`config.mk`:
```
export PLATFORM = sky130hd
export DESIGN_NAME = pp_pilot_logic
export DESIGN_NICKNAME = d
export VERILOG_FILES = /design/src/pp_pkg.sv /design/src/pp_pickup_timer.sv /design/src/pp_pilot_logic.sv
export SDC_FILE = /design/constraint.sdc
export NUM_CORES = 1
export LEC_CHECK = 0
export BUFFER_PORTS_ARGS = -buffer_cell sky130_fd_sc_hd__buf_2
export CAP_MARGIN = 20
export CORE_UTILIZATION = 45
export CTS_BUF_LIST = sky130_fd_sc_hd__clkbuf_4 sky130_fd_sc_hd__clkbuf_8 sky130_fd_sc_hd__clkbuf_16
export DETAILED_ROUTE_END_ITERATION = 7
export GPL_ROUTABILITY_DRIVEN = 0
export SKIP_CTS_REPAIR_TIMING = 1
export SLEW_MARGIN = 20
export SYNTH_ARGS = -nofsm -noshare
export SYNTH_HDL_FRONTEND = slang
export SYNTH_HIERARCHICAL = 1
export SYNTH_SLANG_ARGS = --single-unit
```
`constraint.sdc`:
```
create_clock -name CORE_CLK -period 4.98 [get_ports CORE_CLK]
set_input_delay 0.996 -clock CORE_CLK [delete_from_list [all_inputs] [get_ports CORE_CLK]]
set_output_delay 0.996 -clock CORE_CLK [all_outputs]
set_load 0.02 [all_outputs]
```
`src/pp_pkg.sv`:
```
package pp_pkg;

	// Timer field width and one timebase tick
	localparam int PP_TIME_W         = 16;
	localparam int PP_CLK_PERIOD_PS  = 4000;
	localparam int PP_TICK_PERIOD_US = 1000;
	localparam int PP_TICK_CYCLES    =
		(PP_TICK_PERIOD_US * 1000000) / PP_CLK_PERIOD_PS;
	localparam int PP_TICK_CNT_W     = 32;

	// Every delay and duration is a count of timebase ticks
	typedef struct packed {
		logic [PP_TIME_W-1:0] receive_qualify_delay;
		logic [PP_TIME_W-1:0] ground_pass_window;
		logic [PP_TIME_W-1:0] ground_block_window;
		logic [PP_TIME_W-1:0] operate_hold_time;
		logic [PP_TIME_W-1:0] echo_duration;
		logic [PP_TIME_W-1:0] echo_lockout;
		logic [PP_TIME_W-1:0] line_end_open_delay;
	} pp_settings_t;

	typedef struct packed {
		logic rx_qualified;
		logic line_end_open_valid;
		logic ground_path_open;
		logic ground_path_blocked;
		logic echo_active;
		logic echo_locked;
	} pp_status_t;

	localparam pp_status_t PP_STATUS_RESET = '0;
	localparam logic [PP_TIME_W-1:0] PP_TIME_ZERO = '0;
	localparam logic [PP_TIME_W-1:0] PP_TIME_ONE  = 16'h0001;

	typedef enum logic [1:0] {
		PP_TB_IDLE,
		PP_TB_PASS,
		PP_TB_BLOCK
	} pp_tb_state_t;

	typedef enum logic [1:0] {
		PP_ECHO_IDLE,
		PP_ECHO_SEND,
		PP_ECHO_LOCK
	} pp_echo_state_t;

endpackage

```
`src/pp_pickup_timer.sv`:
```
`timescale 1ns/1ps
// Output rises once the input has stood high for the set number of ticks;
// any drop of the input restarts the count and clears the output at once.
module pp_pickup_timer
	import pp_pkg::*;
(
	input  wire logic                 clk,
	input  wire logic                 rst,
	input  wire logic                 tick,
	input  wire logic                 level_in,
	input  wire logic [PP_TIME_W-1:0] delay,
	output logic                      qualified
);

	logic [PP_TIME_W-1:0] cnt_r;
	logic [PP_TIME_W-1:0] cnt_nxt;
	logic                 done;

	assign done    = (cnt_r >= delay);
	assign cnt_nxt = (tick && !done) ? cnt_r + PP_TIME_ONE : cnt_r;

	always_ff @(posedge clk) begin
		if (rst || !level_in) begin
			cnt_r     <= PP_TIME_ZERO;
			qualified <= 1'b0;
		end else begin
			cnt_r     <= cnt_nxt;
			qualified <= done;
		end
	end

endmodule

```
`src/pp_pilot_logic.sv`:
```
`timescale 1ns/1ps
module pp_pilot_logic
	import pp_pkg::*;
#(
	parameter int TICK_CYCLES = PP_TICK_CYCLES
)
(
	input  wire logic         CORE_CLK,
	input  wire logic         RESET,
	input  wire logic         ZONE2_PICKUP,
	input  wire logic         GROUND_ASSIGNED,
	input  wire logic         GROUND_FORWARD_INDICATION,
	input  wire logic         REMOTE_PERMISSION_IN,
	input  wire logic         LINE_END_OPEN_RAW,
	input  wire logic         ECHO_ENABLE,
	input  wire pp_settings_t SETTINGS,
	output logic              LOCAL_PERMISSION_OUT,
	output logic              PILOT_OPERATE_OUT,
	output pp_status_t        STATUS
);

	// Timebase divider
	logic [PP_TICK_CNT_W-1:0] tick_cnt_r;
	logic                     tick_r;
	logic                     tick_wrap;

	assign tick_wrap = (tick_cnt_r >= PP_TICK_CNT_W'(TICK_CYCLES - 1));

	always_ff @(posedge CORE_CLK) begin
		if (RESET) begin
			tick_cnt_r <= '0;
			tick_r     <= 1'b0;
		end else begin
			tick_cnt_r <= tick_wrap ? '0 : tick_cnt_r + 32'h00000001;
			tick_r     <= tick_wrap;
		end
	end

	// Qualifiers for receive and line-end-open
	logic rx_qual;
	logic leo_valid;

	pp_pickup_timer u_rx_qual (
		.clk       (CORE_CLK),
		.rst       (RESET),
		.tick      (tick_r),
		.level_in  (REMOTE_PERMISSION_IN),
		.delay     (SETTINGS.receive_qualify_delay),
		.qualified (rx_qual)
	);

	pp_pickup_timer u_leo_qual (
		.clk       (CORE_CLK),
		.rst       (RESET),
		.tick      (tick_r),
		.level_in  (LINE_END_OPEN_RAW),
		.delay     (SETTINGS.line_end_open_delay),
		.qualified (leo_valid)
	);

	// Keying
	logic ground_fwd;
	logic echo_send;
	logic tx_nxt;
	logic tx_rise;

	assign ground_fwd = GROUND_ASSIGNED && GROUND_FORWARD_INDICATION;
	assign tx_nxt     = ZONE2_PICKUP || ground_fwd || echo_send;
	assign tx_rise    = tx_nxt && !LOCAL_PERMISSION_OUT;

	// Transient blocking of the ground path
	pp_tb_state_t         tb_state_r;
	pp_tb_state_t         tb_state_nxt;
	logic [PP_TIME_W-1:0] tb_cnt_r;
	logic [PP_TIME_W-1:0] tb_cnt_nxt;
	logic                 tb_pass_done;
	logic                 tb_block_done;

	assign tb_pass_done  = (tb_cnt_r >= SETTINGS.ground_pass_window);
	assign tb_block_done = (tb_cnt_r >= SETTINGS.ground_block_window);

	always_comb begin
		tb_state_nxt = tb_state_r;
		tb_cnt_nxt   = tick_r ? tb_cnt_r + PP_TIME_ONE : tb_cnt_r;
		case (tb_state_r)
			PP_TB_IDLE: begin
				tb_cnt_nxt = PP_TIME_ZERO;
				if (tx_rise) begin
					tb_state_nxt = PP_TB_PASS;
				end
			end
			PP_TB_PASS: begin
				if (tb_pass_done) begin
					tb_state_nxt = PP_TB_BLOCK;
					tb_cnt_nxt   = PP_TIME_ZERO;
				end
			end
			PP_TB_BLOCK: begin
				if (tb_block_done) begin
					tb_state_nxt = PP_TB_IDLE;
					tb_cnt_nxt   = PP_TIME_ZERO;
				end
			end
			default: begin
				tb_state_nxt = PP_TB_IDLE;
				tb_cnt_nxt   = PP_TIME_ZERO;
			end
		endcase
	end

	always_ff @(posedge CORE_CLK) begin
		if (RESET) begin
			tb_state_r <= PP_TB_IDLE;
			tb_cnt_r   <= PP_TIME_ZERO;
		end else begin
			tb_state_r <= tb_state_nxt;
			tb_cnt_r   <= tb_cnt_nxt;
		end
	end

	// Operate decision; zone-2 needs no shaping since its reach is short
	logic ground_path_open;
	logic ground_term;
	logic op_cond;

	assign ground_path_open = (tb_state_r == PP_TB_PASS);
	assign ground_term      = ground_fwd && ground_path_open;
	assign op_cond          = rx_qual && (ZONE2_PICKUP || ground_term);

	// Seal-in: the hold counts from the last cycle the condition stood
	logic [PP_TIME_W-1:0] hold_cnt_r;
	logic [PP_TIME_W-1:0] hold_cnt_nxt;
	logic                 hold_done;
	logic                 op_nxt;

	assign hold_done    = (hold_cnt_r >= SETTINGS.operate_hold_time);
	assign hold_cnt_nxt = op_cond ? PP_TIME_ZERO :
		((tick_r && !hold_done) ? hold_cnt_r + PP_TIME_ONE : hold_cnt_r);
	assign op_nxt       = op_cond || (PILOT_OPERATE_OUT && !hold_done);

	// Echo one-shot; pulse and lockout each run from a fresh count
	pp_echo_state_t       echo_state_r;
	pp_echo_state_t       echo_state_nxt;
	logic [PP_TIME_W-1:0] echo_cnt_r;
	logic [PP_TIME_W-1:0] echo_cnt_nxt;
	logic                 echo_trigger;

	assign echo_trigger = ECHO_ENABLE && rx_qual && leo_valid;
	assign echo_send    = (echo_state_r == PP_ECHO_SEND);

	// The pulse runs its own tick phase from its start, so its width does
	// not jitter with the shared divider; lockout keeps the shared tick
	logic [PP_TICK_CNT_W-1:0] echo_ph_r;
	logic                     echo_tick;
	logic [PP_TIME_W-1:0]     echo_cnt_inc;
	logic                     echo_done;

	assign echo_tick    = (echo_ph_r >= PP_TICK_CNT_W'(TICK_CYCLES - 1));
	assign echo_cnt_inc = echo_cnt_r + PP_TIME_ONE;
	assign echo_done    = (echo_cnt_r >= SETTINGS.echo_duration) ||
		(echo_tick && (echo_cnt_inc >= SETTINGS.echo_duration));

	always_ff @(posedge CORE_CLK) begin
		if (RESET || !echo_send || echo_tick) begin
			echo_ph_r <= '0;
		end else begin
			echo_ph_r <= echo_ph_r + 32'h00000001;
		end
	end

	always_comb begin
		echo_state_nxt = echo_state_r;
		echo_cnt_nxt   = tick_r ? echo_cnt_r + PP_TIME_ONE : echo_cnt_r;
		case (echo_state_r)
			PP_ECHO_IDLE: begin
				echo_cnt_nxt = PP_TIME_ZERO;
				if (echo_trigger) begin
					echo_state_nxt = PP_ECHO_SEND;
				end
			end
			PP_ECHO_SEND: begin
				// Ends on its own count only, not on the receive signal
				echo_cnt_nxt = echo_tick ? echo_cnt_inc : echo_cnt_r;
				if (echo_done) begin
					echo_state_nxt = PP_ECHO_LOCK;
					echo_cnt_nxt   = PP_TIME_ZERO;
				end
			end
			PP_ECHO_LOCK: begin
				// Triggers are ignored here, which breaks the echo loop
				if (echo_cnt_r >= SETTINGS.echo_lockout) begin
					echo_state_nxt = PP_ECHO_IDLE;
					echo_cnt_nxt   = PP_TIME_ZERO;
				end
			end
			default: begin
				echo_state_nxt = PP_ECHO_IDLE;
				echo_cnt_nxt   = PP_TIME_ZERO;
			end
		endcase
	end

	always_ff @(posedge CORE_CLK) begin
		if (RESET) begin
			echo_state_r <= PP_ECHO_IDLE;
			echo_cnt_r   <= PP_TIME_ZERO;
		end else begin
			echo_state_r <= echo_state_nxt;
			echo_cnt_r   <= echo_cnt_nxt;
		end
	end

	// Registered outputs
	pp_status_t status_nxt;

	always_comb begin
		status_nxt                     = PP_STATUS_RESET;
		status_nxt.rx_qualified        = rx_qual;
		status_nxt.line_end_open_valid = leo_valid;
		status_nxt.ground_path_open    = ground_path_open;
		status_nxt.ground_path_blocked = (tb_state_r == PP_TB_BLOCK);
		status_nxt.echo_active         = echo_send;
		status_nxt.echo_locked         = (echo_state_r == PP_ECHO_LOCK);
	end

	always_ff @(posedge CORE_CLK) begin
		if (RESET) begin
			LOCAL_PERMISSION_OUT <= 1'b0;
			PILOT_OPERATE_OUT    <= 1'b0;
			hold_cnt_r           <= PP_TIME_ZERO;
			STATUS               <= PP_STATUS_RESET;
		end else begin
			LOCAL_PERMISSION_OUT <= tx_nxt;
			PILOT_OPERATE_OUT    <= op_nxt;
			hold_cnt_r           <= hold_cnt_nxt;
			STATUS               <= status_nxt;
		end
	end

endmodule

```
==> results.ini <==
[run_status]
status=completed

[sta]
timing.fmax_mhz=278.4
tns_ns=0
hold_ws_ns=0.4511
slew_violations=0
layout_min_cycle_time_ns=3.592
final_hold_viol_count=0
fin_skew_ns=0.01233
rsz0062_at_grt=false
finalSetupViolCount=0
worst_pin_slew_ns=1.046
max-slew-margin-rel=0.3027
final.period_utilization=0.7212

[critical_path]
critical_path_peak_fanout=10
required_ns=5.35
path_cells=and3_1 > nand3_1 > or3_1 > nor3_1 > xor2_1 > ha_1 > nand4_1 > nor3_1 > a221oi_1 > o211ai_1 > nor4_4 > o21a_1 > a22o_1
crit_buf_inv=0
worst_path_most_repeated_cell=nor3_1
startpoint_type=flip-flop
crit_path_top_delay_cell=dfxtp_1
critical_path.endpoint_type=flip-flop
cpPeakStageDelay_ns=0.46
crit_type=flip-flop to flip-flop
arrival_ns=3.96
crit_family=simple AND/OR/NAND/NOR gates

[routing]
drtAntennaViolNets=0
viasPerCell=5.209
wl_per_cell_um=13.58
drc_errors=0
wl_mm=21.62
drt_iter0_markers=260
vias=8293
dr.pass1.iters=4

[cts]
clkTransAtPathRegs_ns=0.06
insertion_delay_ns=0.43
numCtsBuffers=17
cts_tree=yes
htreeDepth=4
clockBufferDepth=2
clock-sinks=159
clockRootBuffer=clkbuf_16

[yosys]
syn_inst=1147
synth_fa_ha_area_frac=0.1783
postSynth.asyncResetShare=0
synth_area_leaders=dfxtp_1 (32%), ha_1 (18%), inv_1 (4.9%)
synth-compound-area-share=0.1537
synth_top_family_by_area=simple AND/OR/NAND/NOR gates
post-synth-top-count-cell=dfxtp_1
syn-cell-area_um2=9897
muxShareOfSynthArea=0.01934
synth_simple_gate_area_frac=0.2162
synth_commonest_cells=dfxtp_1 (159), ha_1 (141), inv_1 (129)
ys_ff_latch=159
synth_edf_count=0
synth_xor_area_frac=0.05044
ys_seq_area_frac=0.3216
synth_warnings=6
synth_ff_type=dfxtp_1
ys_types=75
synth_top_area_cell=dfxtp_1
synth_top_area_share=0.3216
syn_area_per_cell_um2=8.629

[layout]
drive_gt1_frac=0.1512
final_net_count=1564
fin_area_um2=11570
multi_input_area_um2=6232
nFillCells=2029
final_cells=1592
area_growth_pct=16.95
seqCellArea_um2=3183

[floorplanning]
start_util=0.4649
core_um2=21290
die_x_um=150.3
ios=128
die_h_um=150.3
rows=53
die_area_um2=22590

[placement]
io_buffers=127
dp_hpwl_mm=16.84
place_inst=1559
dpl_cell_area_um2=10890

[global_route]
track_usage=0.2016
grt_start_max_net_pins=20
antenna_found_initial=0
overflow=0
first_global_vias=7800
grt_pass1_wl_mm=36.37

[pwr]
ir_drop_uv=235.1
finalPower_uw=3038
p_per_area_nw_per_um2=262.5
cellLeakagePower_uw=0.005372

[min_path]
hold_path.class=flip-flop to flip-flop

[run]
max_cap_violations=0

## cell usage in the layout (no fill, tap or decap), drive strengths merged, types with 8 or more instances in the layout
cell	synthesis	layout
nand2b	29	29
xor2	26	26
nor4	15	15
o41ai	8	8
a21oi	59	59
o211ai	10	10
xnor2	31	31
nor3	11	11
a2111oi	8	8
or3	9	9
nor2	99	99
nand2	92	92
and3	21	21
or4	19	19
mux2i	18	18
o21a	9	9
and4	10	10
a211oi	11	11
or2	10	10
clkbuf	12	20
o31ai	17	17
buf	8	130
inv	129	131
ha	141	141
nand4	37	37
o21ai	25	25
conb	1	28
nor2b	12	12
nand3	39	39
a21o	15	15
a22o	11	11
dfxtp	159	159
## path summary, 6_finish.rpt
kind / startpoint / to / slack, ns / cells past startpoint
worst min-delay path: echo_ph_r[0]$_SDFF_PP0_ / echo_ph_r[0]$_SDFF_PP0_ / 0.45 / 1
worst max-delay path: echo_cnt_r[1]$_SDFFE_PP0P_ / echo_cnt_r[1]$_SDFFE_PP0P_ / 1.39 / 13
worst min register to register: echo_ph_r[0]$_SDFF_PP0_ / echo_ph_r[0]$_SDFF_PP0_ / 0.45 / 1
worst max register to register: echo_cnt_r[1]$_SDFFE_PP0P_ / echo_cnt_r[1]$_SDFFE_PP0P_ / 1.39 / 13
## cells by family (layout without fill, tap and decap cells)
logic type                 count (synthesis)  after routing
and+or+nand+nor                          412            412
AOI/OAI and AO/OA                        209            209
DFF                                      159            159
buffers and inverters                    149            291
adders and majority gates                141            141
xor gates and xnor gates                  57             57
muxes                                     19             19
other                                      1             29
## where the power goes
part	internal, uW	total [uW]	switching [uW]
clock	933	1460	532
combinational	117	261	144
sequential	1300	1310	14.8
total	2350	3040	690
## area by class of cell
| class | count | share of cell area |
|---|---|---|
| clock buffer | 20 | 0.04032 |
| multi-input combinational | 866 | 0.5384 |
| inverter | 129 | 0.04183 |
| clock inverter | 12 | 0.01762 |
| timing repair buffer | 130 | 0.05686 |
| sequential | 159 | 0.2750 |
| tap | 275 | 0.02973 |
| antenna | 1 | 0.0002162 |
## per-stage QoR
| stage | worst slack, ns | util |
|---|---|---|
| after detailed placement | 1.431 | 0.5116 |
| after CTS | 1.387 | 0.5431 |
| after global placement | 1.481 | 0.5116 |
| after floorplan | 1.882 | - |
| final | 1.388 | 0.5438 |
| after global routing | 1.081 | 0.5436 |
## registers in the layout (all words and copies together), names as in the netlist, 6 cells and up
| register | flops |
|---|---|
| echo_ph_r | 32 |
| tick_cnt_r | 32 |
| echo_cnt_r | 16 |
| hold_cnt_r | 16 |
| tb_cnt_r | 16 |
| u_leo_qual/cnt_r | 16 |
| u_rx_qual/cnt_r | 16 |
| STATUS | 6 |
## per-layer routing
metal,share of wire,GRT usage,vias to the layer above,wire (um)
met2,0.47,0.3415,136,10080
met4,0.010,0.06010,0,218
met3,0.035,0.03000,13,753
met5,0,0,-,0
met1,0.49,0.2632,3749,10570
li1,-,-,4395,-
No activity file was read; power rests on OpenSTA's default activity.
